**src/hw/psc_defs.vh**
```
`ifndef PSC_DEFS_VH
`define PSC_DEFS_VH

// ----------------------------------------------------------------
// Register byte offsets
// ----------------------------------------------------------------
`define PSC_WDT_OFS      16'h0000
`define PSC_OSC_OFS      16'hF000
`define PSC_TUN_OFS      16'hF010
`define PSC_KEY_OFS      16'hF230
`define PSC_RCN_OFS      16'hF600
`define PSC_SWR_OFS      16'hF610

// ----------------------------------------------------------------
// Alias codes carried in paddr[3:2]
// ----------------------------------------------------------------
`define PSC_AL_DIR       2'h0
`define PSC_AL_CLR       2'h1
`define PSC_AL_SET       2'h2
`define PSC_AL_INV       2'h3

// ----------------------------------------------------------------
// Oscillator control fields
// ----------------------------------------------------------------
`define PSC_OSC_OSWEN    0
`define PSC_OSC_SOSCEN   1
`define PSC_OSC_CF       3
`define PSC_OSC_SLEEP_SELECT_BIT    4
`define PSC_OSC_SLOCK    5
`define PSC_OSC_CLKLOCK  7
`define PSC_OSC_NOSC     8
`define PSC_OSC_COSC     12
`define PSC_OSC_PBDIV    19
`define PSC_OSC_SOSCRDY  22
`define PSC_OSC_FRCDIV   24
`define PSC_OSC_WMASK    32'h3F1F079F
`define PSC_OSC_PROT     32'h00000701

// ----------------------------------------------------------------
// Other register fields and masks
// ----------------------------------------------------------------
`define PSC_WDT_ON       15
`define PSC_WDT_PS       2
`define PSC_WDT_CLR      0
`define PSC_WDT_WMASK    32'h00008001
`define PSC_TUN_WMASK    32'h0000003F
`define PSC_RCN_POR      0
`define PSC_RCN_BOR      1
`define PSC_RCN_IDLE     2
`define PSC_RCN_SLEEP    3
`define PSC_RCN_WDTO     4
`define PSC_RCN_SWR      6
`define PSC_RCN_EXTR     7
`define PSC_RCN_CMR      9
`define PSC_RCN_WMASK    32'h000003DF
`define PSC_SWR_WMASK    32'h00000001
`define PSC_RST_VALUE    32'h00000000

// ----------------------------------------------------------------
// Clock source codes and configuration word fields
// ----------------------------------------------------------------
`define PSC_SRC_FRC      3'h0
`define PSC_SRC_FRCDIV   3'h1
`define PSC_SRC_PRIMARY_OSC     3'h2
`define PSC_SRC_SECONDARY_OSC     3'h3
`define PSC_SRC_LOW_POWER_INTERNAL_RC_OSC     3'h4
`define PSC_CFG_OSC      0
`define PSC_CFG_FRCDIV   3
`define PSC_CFG_PBDIV    6
`define PSC_CFG_SOSCEN   8
`define PSC_CFG_WDTEN    9
`define PSC_CFG_WDTPS    10

`endif

```
**src/hw/psc_ctrl.v**
```verilog
// What this block does
// - Power state changes only come from the wait instruction or a wake-up interrupt.
// - Fast RC run mode clocks the CPU from fast RC, optionally postscaled.
// - Low-power RC run mode clocks the CPU from the low-power RC.
// - Secondary oscillator run mode clocks the CPU from the secondary oscillator.
// - Peripheral bus clock is the system clock divided by a two-bit field.
// - Idle and Sleep both stop the CPU clock, with any clock source.
// - Primary oscillator Idle keeps the primary oscillator running as system clock.
// - In Idle, peripherals keep running on the system clock.
// - Fast RC Idle keeps system clock from fast RC, with or without postscaler.
// - Secondary oscillator Idle keeps system clock from the secondary oscillator.
// - Low-power RC Idle keeps system clock from the low-power RC.
// - Sleep stops CPU, system clock, its source (unless the watchdog or SOSCEN holds it on) and peripherals on that clock.
// - In Sleep, peripherals with dedicated clocks may keep running.
// - Registers have clear, set and invert aliases at +0x4, +0x8, +0xC.
// - Unlock key register has no aliases; only its base address is writable.
// - Unimplemented bits ignore writes and read as zero.
// - Reset values depend on configuration words and on the reset kind.
// - Sleep stops the fail-safe monitor and does not clear the watchdog.
`timescale 1ns/100ps
`include "psc_defs.vh"

module psc_ctrl #(
	parameter [31:0] KEY_FIRST  = 32'h1234_5678,
	parameter [31:0] KEY_SECOND = 32'h8765_4321
) (
	// Clock and reset
	input  wire        mclk_in,
	input  wire        reset_in,
	// APB slave
	input  wire        psel_in,
	input  wire        penable_in,
	input  wire        pwrite_in,
	input  wire [15:0] paddr_in,
	input  wire [31:0] pwdata_in,
	output reg  [31:0] prdata_out,
	output wire        pready_out,
	output wire        pslverr_out,
	// Configuration words and reset kind, sampled while reset is high
	input  wire [15:0] device_config_words_in,
	input  wire        por_event_in,
	input  wire        bor_event_in,
	input  wire        ext_reset_event_in,
	input  wire        wdt_timeout_event_in,
	input  wire        cfg_mismatch_in,
	// CPU side
	input  wire        wait_instr_in,
	input  wire        wake_irq_in,
	// Analog oscillator status pins
	input  wire        secondary_osc_ready_in,
	input  wire        pll_lock_in,
	input  wire        clk_fail_in,
	// Clock gating and oscillator control
	output reg         cpu_clk_en_out,
	output reg         system_clock_net_run_out,
	output reg         periph_clk_en_out,
	output reg         peripheral_bus_clock_en_out,
	output reg  [2:0]  sys_src_sel_out,
	output reg  [2:0]  frc_postscale_out,
	output reg         primary_osc_en_out,
	output reg         fast_internal_rc_osc_en_out,
	output reg         low_power_internal_rc_osc_en_out,
	output reg         secondary_osc_en_out,
	output reg         fail_safe_clock_monitor_en_out,
	output reg  [5:0]  osc_tune_out,
	output reg         watchdog_timer_en_out,
	output reg         watchdog_timer_clear_out,
	output reg         sw_reset_req_out,
	output reg  [1:0]  power_state_out
);

	// ----------------------------------------------------------------
	// Local codes
	// ----------------------------------------------------------------
	localparam [1:0] ST_RUN    = 2'h0;
	localparam [1:0] ST_IDLE   = 2'h1;
	localparam [1:0] ST_SLEEP  = 2'h2;
	localparam [1:0] LK_LOCKED = 2'h0;
	localparam [1:0] LK_HALF   = 2'h1;
	localparam [1:0] LK_OPEN   = 2'h2;

	// Apply a direct, clear, set or invert write through a field mask
	function [31:0] psc_apply;
		input [31:0] cur;
		input [31:0] wd;
		input [31:0] mask;
		input [1:0]  al;
		begin
			case (al)
				`PSC_AL_DIR: psc_apply = (cur & ~mask) | (wd & mask);
				`PSC_AL_CLR: psc_apply = cur & ~(wd & mask);
				`PSC_AL_SET: psc_apply = cur | (wd & mask);
				default:     psc_apply = cur ^ (wd & mask);
			endcase
		end
	endfunction

	// ----------------------------------------------------------------
	// State
	// ----------------------------------------------------------------
	reg  [31:0] osc_q, osc_d;
	reg  [2:0]  cosc_q, cosc_d;
	reg  [31:0] wdt_q, wdt_d;
	reg  [31:0] tun_q, tun_d;
	reg  [31:0] rcn_q, rcn_d;
	reg  [31:0] swr_q, swr_d;
	reg  [1:0]  lock_q, lock_d;
	reg  [1:0]  pst_q, pst_d;
	reg  [2:0]  pb_cnt_q;
	reg  [2:0]  sync1_q, sync2_q;
	reg  [31:0] rd_word;
	reg         wdt_clr_d;
	reg         swrst_d;

	wire        secondary_osc_rdy   = sync2_q[0];
	wire        pll_lock   = sync2_q[1];
	wire        clk_fail   = sync2_q[2];
	wire [1:0]  alias_sel  = paddr_in[3:2];
	wire [15:0] base       = {paddr_in[15:4], 4'h0};
	wire        aligned    = (paddr_in[1:0] == 2'h0);
	wire        hit_wdt    = aligned && (base == `PSC_WDT_OFS);
	wire        hit_osc    = aligned && (base == `PSC_OSC_OFS);
	wire        hit_tun    = aligned && (base == `PSC_TUN_OFS);
	wire        hit_rcn    = aligned && (base == `PSC_RCN_OFS);
	wire        hit_swr    = aligned && (base == `PSC_SWR_OFS);
	wire        hit_key    = (paddr_in == `PSC_KEY_OFS);
	wire        hit_any    = hit_wdt | hit_osc | hit_tun | hit_rcn | hit_swr | hit_key;
	wire        acc        = psel_in & penable_in;
	wire        wr_acc     = acc & pwrite_in;
	wire        rd_acc     = acc & ~pwrite_in;
	wire        unlocked   = (lock_q == LK_OPEN);
	wire        sys_run    = (pst_q != ST_SLEEP);
	wire [1:0]  pbdiv      = osc_q[`PSC_OSC_PBDIV +: 2];
	wire [2:0]  pb_top     = (3'h1 << pbdiv) - 3'h1;
	wire [2:0]  nosc       = osc_q[`PSC_OSC_NOSC +: 3];
	wire        sw_pending = osc_q[`PSC_OSC_OSWEN];

	// ----------------------------------------------------------------
	// APB answer: zero wait states, error on unmapped or misaligned
	// ----------------------------------------------------------------
	assign pready_out  = 1'b1;
	assign pslverr_out = acc & ~hit_any;

	// Read view; read-only fields are merged in, unused bits stay zero
	always @* begin
		rd_word = 32'h0000_0000;
		if (hit_osc) begin
			rd_word = osc_q & `PSC_OSC_WMASK;
			rd_word[`PSC_OSC_COSC +: 3] = cosc_q;
			rd_word[`PSC_OSC_SOSCRDY]   = secondary_osc_rdy;
			rd_word[`PSC_OSC_SLOCK]     = pll_lock;
		end else if (hit_wdt) begin
			rd_word = wdt_q & (`PSC_WDT_WMASK | 32'h0000_007C);
		end else if (hit_tun) begin
			rd_word = tun_q & `PSC_TUN_WMASK;
		end else if (hit_rcn) begin
			rd_word = rcn_q & `PSC_RCN_WMASK;
		end else if (hit_swr) begin
			rd_word = swr_q & `PSC_SWR_WMASK;
		end
	end

	// ----------------------------------------------------------------
	// Register next-state logic
	// ----------------------------------------------------------------
	// Hardware flag sets are applied after the software write so that a set wins
	always @* begin
		osc_d     = osc_q;
		cosc_d    = cosc_q;
		wdt_d     = wdt_q;
		tun_d     = tun_q;
		rcn_d     = rcn_q;
		swr_d     = swr_q;
		lock_d    = lock_q;
		pst_d     = pst_q;
		wdt_clr_d = 1'b0;
		swrst_d   = 1'b0;
		// Clock switch completes once the target is usable
		if (sw_pending && (nosc != `PSC_SRC_SECONDARY_OSC || secondary_osc_rdy)) begin
			cosc_d = nosc;
			osc_d[`PSC_OSC_OSWEN] = 1'b0;
		end
		if (wr_acc && hit_osc) begin
			osc_d = psc_apply(osc_d, pwdata_in, `PSC_OSC_WMASK, alias_sel);
			// Source switching needs the unlock sequence and no clock lock
			if (!unlocked || osc_q[`PSC_OSC_CLKLOCK]) begin
				osc_d = (osc_d & ~`PSC_OSC_PROT) | (osc_q & `PSC_OSC_PROT);
			end
		end
		if (wr_acc && hit_wdt) begin
			wdt_d = psc_apply(wdt_q, pwdata_in, `PSC_WDT_WMASK, alias_sel);
			wdt_clr_d = wdt_d[`PSC_WDT_CLR];
			wdt_d[`PSC_WDT_CLR] = 1'b0;
		end
		if (wr_acc && hit_tun) begin
			tun_d = psc_apply(tun_q, pwdata_in, `PSC_TUN_WMASK, alias_sel);
		end
		if (wr_acc && hit_rcn) begin
			rcn_d = psc_apply(rcn_q, pwdata_in, `PSC_RCN_WMASK, alias_sel);
		end
		if (wr_acc && hit_swr && unlocked) begin
			swr_d = psc_apply(swr_q, pwdata_in, `PSC_SWR_WMASK, alias_sel);
		end
		// Reading the trigger register with the arm bit set fires the reset
		if (rd_acc && hit_swr && swr_q[0]) begin
			swrst_d  = 1'b1;
			swr_d[0] = 1'b0;
		end
		// Unlock sequence: two exact key words back to back
		if (wr_acc && hit_key) begin
			if (pwdata_in == KEY_FIRST) begin
				lock_d = LK_HALF;
			end else if (pwdata_in == KEY_SECOND && lock_q == LK_HALF) begin
				lock_d = LK_OPEN;
			end else begin
				lock_d = LK_LOCKED;
			end
		end
		// Fail-safe monitor reports only while the system clock runs
		if (clk_fail && sys_run) begin
			osc_d[`PSC_OSC_CF] = 1'b1;
		end
		// Power state machine driven by the wait instruction and wake-up
		case (pst_q)
			ST_RUN: begin
				if (wait_instr_in) begin
					pst_d = osc_q[`PSC_OSC_SLEEP_SELECT_BIT] ? ST_SLEEP : ST_IDLE;
				end
			end
			ST_IDLE: begin
				if (wake_irq_in) begin
					pst_d = ST_RUN;
					rcn_d[`PSC_RCN_IDLE] = 1'b1;
				end
			end
			ST_SLEEP: begin
				if (wake_irq_in) begin
					pst_d = ST_RUN;
					rcn_d[`PSC_RCN_SLEEP] = 1'b1;
				end
			end
			default: begin
				pst_d = ST_RUN;
			end
		endcase
	end

	// ----------------------------------------------------------------
	// Registers
	// ----------------------------------------------------------------
	// Reset loads configuration words and keeps cause flags, other than the mismatch flag, unless power-on
	always @(posedge mclk_in) begin
		if (reset_in) begin
			osc_q  <= `PSC_RST_VALUE;
			osc_q[`PSC_OSC_NOSC +: 3]   <= device_config_words_in[`PSC_CFG_OSC +: 3];
			osc_q[`PSC_OSC_FRCDIV +: 3] <= device_config_words_in[`PSC_CFG_FRCDIV +: 3];
			osc_q[`PSC_OSC_PBDIV +: 2]  <= device_config_words_in[`PSC_CFG_PBDIV +: 2];
			osc_q[`PSC_OSC_SOSCEN]      <= device_config_words_in[`PSC_CFG_SOSCEN];
			cosc_q <= device_config_words_in[`PSC_CFG_OSC +: 3];
			wdt_q  <= `PSC_RST_VALUE;
			wdt_q[`PSC_WDT_ON]       <= device_config_words_in[`PSC_CFG_WDTEN];
			wdt_q[`PSC_WDT_PS +: 5]  <= device_config_words_in[`PSC_CFG_WDTPS +: 5];
			tun_q  <= `PSC_RST_VALUE;
			swr_q  <= `PSC_RST_VALUE;
			lock_q <= LK_LOCKED;
			pst_q  <= ST_RUN;
			if (por_event_in) begin
				rcn_q <= `PSC_RST_VALUE;
				rcn_q[`PSC_RCN_POR] <= 1'b1;
			end else begin
				rcn_q[`PSC_RCN_BOR]  <= rcn_q[`PSC_RCN_BOR] | bor_event_in;
				rcn_q[`PSC_RCN_EXTR] <= rcn_q[`PSC_RCN_EXTR] | ext_reset_event_in;
				rcn_q[`PSC_RCN_WDTO] <= rcn_q[`PSC_RCN_WDTO] | wdt_timeout_event_in;
				rcn_q[`PSC_RCN_SWR]  <= rcn_q[`PSC_RCN_SWR] | sw_reset_req_out;
			end
			rcn_q[`PSC_RCN_CMR] <= cfg_mismatch_in;
		end else begin
			osc_q  <= osc_d;
			cosc_q <= cosc_d;
			wdt_q  <= wdt_d;
			tun_q  <= tun_d;
			rcn_q  <= rcn_d;
			swr_q  <= swr_d;
			lock_q <= lock_d;
			pst_q  <= pst_d;
		end
	end

	// Two-flop synchronisers for the analog oscillator status pins
	always @(posedge mclk_in) begin
		if (reset_in) begin
			sync1_q <= 3'h0;
			sync2_q <= 3'h0;
		end else begin
			sync1_q <= {clk_fail_in, pll_lock_in, secondary_osc_ready_in};
			sync2_q <= sync1_q;
		end
	end

	// Read data is captured in the setup cycle, valid through the access
	always @(posedge mclk_in) begin
		if (reset_in) begin
			prdata_out <= 32'h0000_0000;
		end else if (psel_in && !penable_in && !pwrite_in) begin
			prdata_out <= rd_word;
		end
	end

	// ----------------------------------------------------------------
	// Peripheral bus clock divider
	// ----------------------------------------------------------------
	// Counts only while the system clock runs, so Sleep freezes it
	always @(posedge mclk_in) begin
		if (reset_in) begin
			pb_cnt_q <= 3'h0;
			peripheral_bus_clock_en_out <= 1'b0;
		end else if (sys_run) begin
			peripheral_bus_clock_en_out <= (pb_cnt_q == 3'h0);
			pb_cnt_q <= (pb_cnt_q >= pb_top) ? 3'h0 : pb_cnt_q + 3'h1;
		end else begin
			peripheral_bus_clock_en_out <= 1'b0;
		end
	end

	// ----------------------------------------------------------------
	// Clock gating and oscillator enables
	// ----------------------------------------------------------------
	// The selected source stays on in Idle; only Sleep drops it
	always @(posedge mclk_in) begin
		if (reset_in) begin
			cpu_clk_en_out                   <= 1'b0;
			system_clock_net_run_out         <= 1'b0;
			periph_clk_en_out                <= 1'b0;
			sys_src_sel_out                  <= `PSC_SRC_FRC;
			frc_postscale_out                <= 3'h0;
			primary_osc_en_out               <= 1'b0;
			fast_internal_rc_osc_en_out      <= 1'b0;
			low_power_internal_rc_osc_en_out <= 1'b0;
			secondary_osc_en_out             <= 1'b0;
			fail_safe_clock_monitor_en_out   <= 1'b0;
			osc_tune_out                     <= 6'h00;
			watchdog_timer_en_out            <= 1'b0;
			watchdog_timer_clear_out         <= 1'b0;
			sw_reset_req_out                 <= 1'b0;
			power_state_out                  <= ST_RUN;
		end else begin
			cpu_clk_en_out           <= (pst_q == ST_RUN);
			system_clock_net_run_out <= sys_run;
			periph_clk_en_out        <= sys_run;
			sys_src_sel_out          <= cosc_q;
			frc_postscale_out <= (cosc_q == `PSC_SRC_FRCDIV) ?
				osc_q[`PSC_OSC_FRCDIV +: 3] : 3'h0;
			primary_osc_en_out <= (cosc_q == `PSC_SRC_PRIMARY_OSC) && sys_run;
			fast_internal_rc_osc_en_out <= ((cosc_q == `PSC_SRC_FRC) ||
				(cosc_q == `PSC_SRC_FRCDIV)) && sys_run;
			// Dedicated clock users keep the low-power and secondary sources
			low_power_internal_rc_osc_en_out <= ((cosc_q == `PSC_SRC_LOW_POWER_INTERNAL_RC_OSC) && sys_run) ||
				wdt_q[`PSC_WDT_ON];
			secondary_osc_en_out <= ((cosc_q == `PSC_SRC_SECONDARY_OSC) && sys_run) ||
				osc_q[`PSC_OSC_SOSCEN];
			fail_safe_clock_monitor_en_out <= sys_run;
			osc_tune_out             <= tun_q[5:0];
			watchdog_timer_en_out    <= wdt_q[`PSC_WDT_ON];
			// Only a software write clears the watchdog, never Sleep entry
			watchdog_timer_clear_out <= wdt_clr_d;
			sw_reset_req_out         <= swrst_d;
			power_state_out          <= pst_q;
		end
	end

endmodule

```
**config.mk**
```make
export PLATFORM = sky130hd
export DESIGN_NAME = psc_ctrl
export DESIGN_NICKNAME = d
export VERILOG_FILES = /design/src/hw/psc_ctrl.v
export VERILOG_INCLUDE_DIRS = /design/src /design/src/hw
export SDC_FILE = /design/constraint.sdc
export NUM_CORES = 1
export LEC_CHECK = 0
export ABC_AREA = 1
export BUFFER_PORTS_ARGS = -buffer_cell sky130_fd_sc_hd__buf_2
export CORE_MARGIN = 2
export CORE_UTILIZATION = 56
export CTS_CLUSTER_DIAMETER = 200
export DETAILED_ROUTE_END_ITERATION = 10
export PLACE_DENSITY = 0.79
export RECOVER_POWER = 50
export SLEW_MARGIN = 20
export SYNTH_ARGS = -nofsm -noshare
export SYNTH_HDL_FRONTEND = slang
export SYNTH_SLANG_ARGS = --single-unit
```
**constraint.sdc**
```tcl
create_clock -name mclk_in -period 2.07 [get_ports mclk_in]
set_input_delay 0.207 -clock mclk_in [delete_from_list [all_inputs] [get_ports mclk_in]]
set_output_delay 0.207 -clock mclk_in [all_outputs]
set_load 0.02 [all_outputs]
```
==> qor.csv <==
stage;metric;value;unit
logic_synthesis;post-synthesis sequential area ratio;35.5;%
logic_synthesis;top post-synthesis cells by count;nand2_1 (134), inv_1 (117), dfxtp_1 (82), ha_1 (82), nor2_1 (64);
sta;Least-Margin Pin Slew;1.08;ns
final_layout;design area;7880;µm²
power;pwr dens;638;nW/µm²
drt;DR WL/cell;16.7;µm
final_layout;layout cell share with drive strength beyond 1;16.6;%
job;Max Cap Violations;0;
die;boundary pin count;139;
place;DP Wirelength;13800;µm
logic_synthesis;top-count cell post-synth;nand2_1;
sta;Hold WS;0.0454;ns
final_layout;Area Overhead vs Synth;14.0;%
logic_synthesis;main area contributors after synthesis;dfxtp_1 (24%), ha_1 (15%), edfxtp_1 (12%), nand2_1 (7.3%), inv_1 (6.4%);
cts;Sink Count;109;
logic_synthesis;post-synthesis cell count;847;
cts;hold buffer count at CTS;0;
global_route;largest net degree at the start of global routing;51;
cts;worst skew pair latency;0.36;ns
drt;DRT Pass-1 Iters;5;
final_layout;footprint of the multi-input gates;3710;µm²
cts;H-tree depth;3;
worst_hold_path;Hold Path Class;in -> reg;
cts;TritonCTS buffer count;9;
die;starting density of the core;57.5;%
logic_synthesis;area fraction of the dominant cell type after synthesis;23.8;%
setup_path;Worst Path Class, Setup;reg -> reg;
drt;DRT iter0 DRCs;506;
global_route;first-pass GRT wire length;29700;µm
sta;post-route clock skew;0.00968;ns
sta;Final Hold Viols;0;
place;Placed Area;7690;µm²
logic_synthesis;Synth Register Bits;109;
drt;Residual DRC;0;
global_route;initial antenna violation count;0;
setup_path;critical path peak fanout;4;
sta;Slew HR;28.0;%
drt;Antenna Nets Post-Route;0;
final_layout;Final Core Density;65.6;%
die;Die Area;13200;µm²
power;Peak VDD IR;0.387;mV
drt;average via count per standard cell;5.65;
global_route;total grt overflow;0;
setup_path;Critical Path End Type;flip-flop;
drt;via count;6335;
cts;CTS Buffer Depth;2;
final_layout;net count reported at finish;1130;
global_route;number of global-route vias before repair;5948;
logic_synthesis;Avg Inst Size Synth;8.16;µm²
cts;post-CTS sizing;0;
logic_synthesis;largest area contributor in the netlist;dfxtp_1;
logic_synthesis;Synth cell types;48;
setup_path;crit path DAT;2.02;ns
drt;WL final;18800;µm
sta;Tmin final;1.77;ns
die;Core ar.;12000;µm²
setup_path;CP Data Required Time;2.32;ns
cts;CTS tree;built;
sta;final slew viol count;0;
logic_synthesis;Yosys warnings;0;
final_layout;Fillers;1073;
logic_synthesis;Synth Flop Type;dfxtp_1;
place;gpl congestion;0.877;
final_layout;register area;2450;µm²
die;Die Y;115;µm
sta;# setup viols final;0;
power;Leak Pwr;0.00369;µW
die;Die Width;115;µm
cts;Clk pin slew, worst setup/hold paths;0.08;ns
setup_path;startpoint types;flip-flop;
die;num rows;40;
sta;final worst-path cycle share;85.6;%
sta;RSZ-0062 raised after global routing;false;
logic_synthesis;Post-synth EDFFs;27;
logic_synthesis;Async SR Flop Fraction;0;%
outcome;outcome;complete, no violations;
place;port bufs;131;
final_layout;n_diodes;0;
cts;post-CTS setup buffers;0;
global_route;GRT Overall Usage;28.8;%
sta;Setup TNS;0;ns
logic_synthesis;Post-Syn Area;6910;µm²
cts;Root Driver;clkbuf_16;
sta;Fmax;564;MHz
[metal layers]
| layer | vias up | wire length [µm] | share of wire [%] | GRT usage [%] |
|---|---|---|---|---|
| met4 | 0 | 735 | 3.9 | 13.8 |
| met5 | - | 0 | 0 | 0 |
| li1 | 3093 | - | - | - |
| met2 | 280 | 8760 | 47 | 46.7 |
| met1 | 2908 | 7800 | 42 | 36.8 |
| met3 | 54 | 1460 | 7.8 | 5.85 |
[path summary, 6_finish.rpt]
| kind | from | slack [ns] | to | cells after the start |
|---|---|---|---|---|
| setup / recovery | osc_q[8] | 0.30 | osc_q[0] | 7 |
| hold / removal | pll_lock_in | 0.05 | sync1_q[1] | 3 |
| setup reg to reg | osc_q[8] | 0.30 | osc_q[0] | 7 |
| hold reg to reg | sync1_q[2] | 0.41 | sync2_q[2] | 2 |
[cell usage in the layout (no fill, tap or decap), types with 4 or more instances in the layout]
master / count
nand2_1: 136
inv_1: 118
ha_1: 82
dfxtp_1: 82
buf_2: 76
nor2_1: 65
o21ai_0: 62
clkbuf_1: 57
a21oi_1: 29
edfxtp_1: 27
o22ai_1: 23
nand3_1: 23
o21ai_1: 20
nand4_1: 18
a211oi_1: 15
o211ai_1: 11
buf_4: 10
inv_2: 9
o22ai_2: 9
o221ai_1: 9
clkbuf_16: 9
nor2_4: 8
nand2_2: 7
nor3_1: 7
nand2_4: 6
conb_1: 6
a22o_1: 5
nor2_8: 4
buf_12: 4
[worst max-delay path: stages (launching register included)]
cell and delay, ns:
edfxtp_1 0.38, inv_1 0.11, nor4_1 0.31, nand2_1 0.16
ha_1 0.30, a21oi_1 0.12, o2111ai_1 0.13, o2bb2ai_1 0.15
[stage by stage]
step | cells | worst slack [ns] | total power, µW
floorplan | 851 | 0.527 | 3020
global placement | 1105 | 0.320 | 3310
detailed placement | 1105 | 0.277 | 3340
CTS | 1121 | 0.312 | 5040
global route | 1121 | 0.146 | 5240
finish | 1121 | 0.297 | 5020
[layout make-up]
| type | count | area share [%] |
|---|---|---|
| flip-flops and latches | 109 | 31.1 |
| repair buffers | 148 | 9.58 |
| clock buffers | 9 | 2.86 |
| well taps | 147 | 2.33 |
| multi-input cells | 571 | 47.0 |
| inverters | 130 | 6.24 |
| clock inverters | 7 | 0.810 |
[flip-flops by register name, indices dropped and copies added (netlist names), 2 cells and up]
signal,flops
cosc_q,3
frc_postscale_out,3
lock_q,2
osc_q,20
osc_tune_out,6
pb_cnt_q,3
power_state_out,2
prdata_out,27
pst_q,2
rcn_q,9
sync1_q,3
sync2_q,3
sys_src_sel_out,3
tun_q,6
wdt_q,6
[power breakdown]
group	total [µW]	internal [µW]	switching (µW)	leakage (µW)
clock	1730	851	878	0.000144
combinational	918	317	601	0.00261
sequential	2380	2300	72.9	0.000935
[cell families after synthesis]
group | count (synthesis) | synth area share, %
other | 2 | 0.109
xor gates and xnor gates | 1 | 0.127
adders and majority gates | 82 | 14.9
and+or+nand+nor | 281 | 19.8
buffers and inverters | 171 | 10.8
DFF | 109 | 35.5
AOI/OAI and AO/OA | 201 | 18.8
No activity file was read; power rests on OpenSTA's default activity.
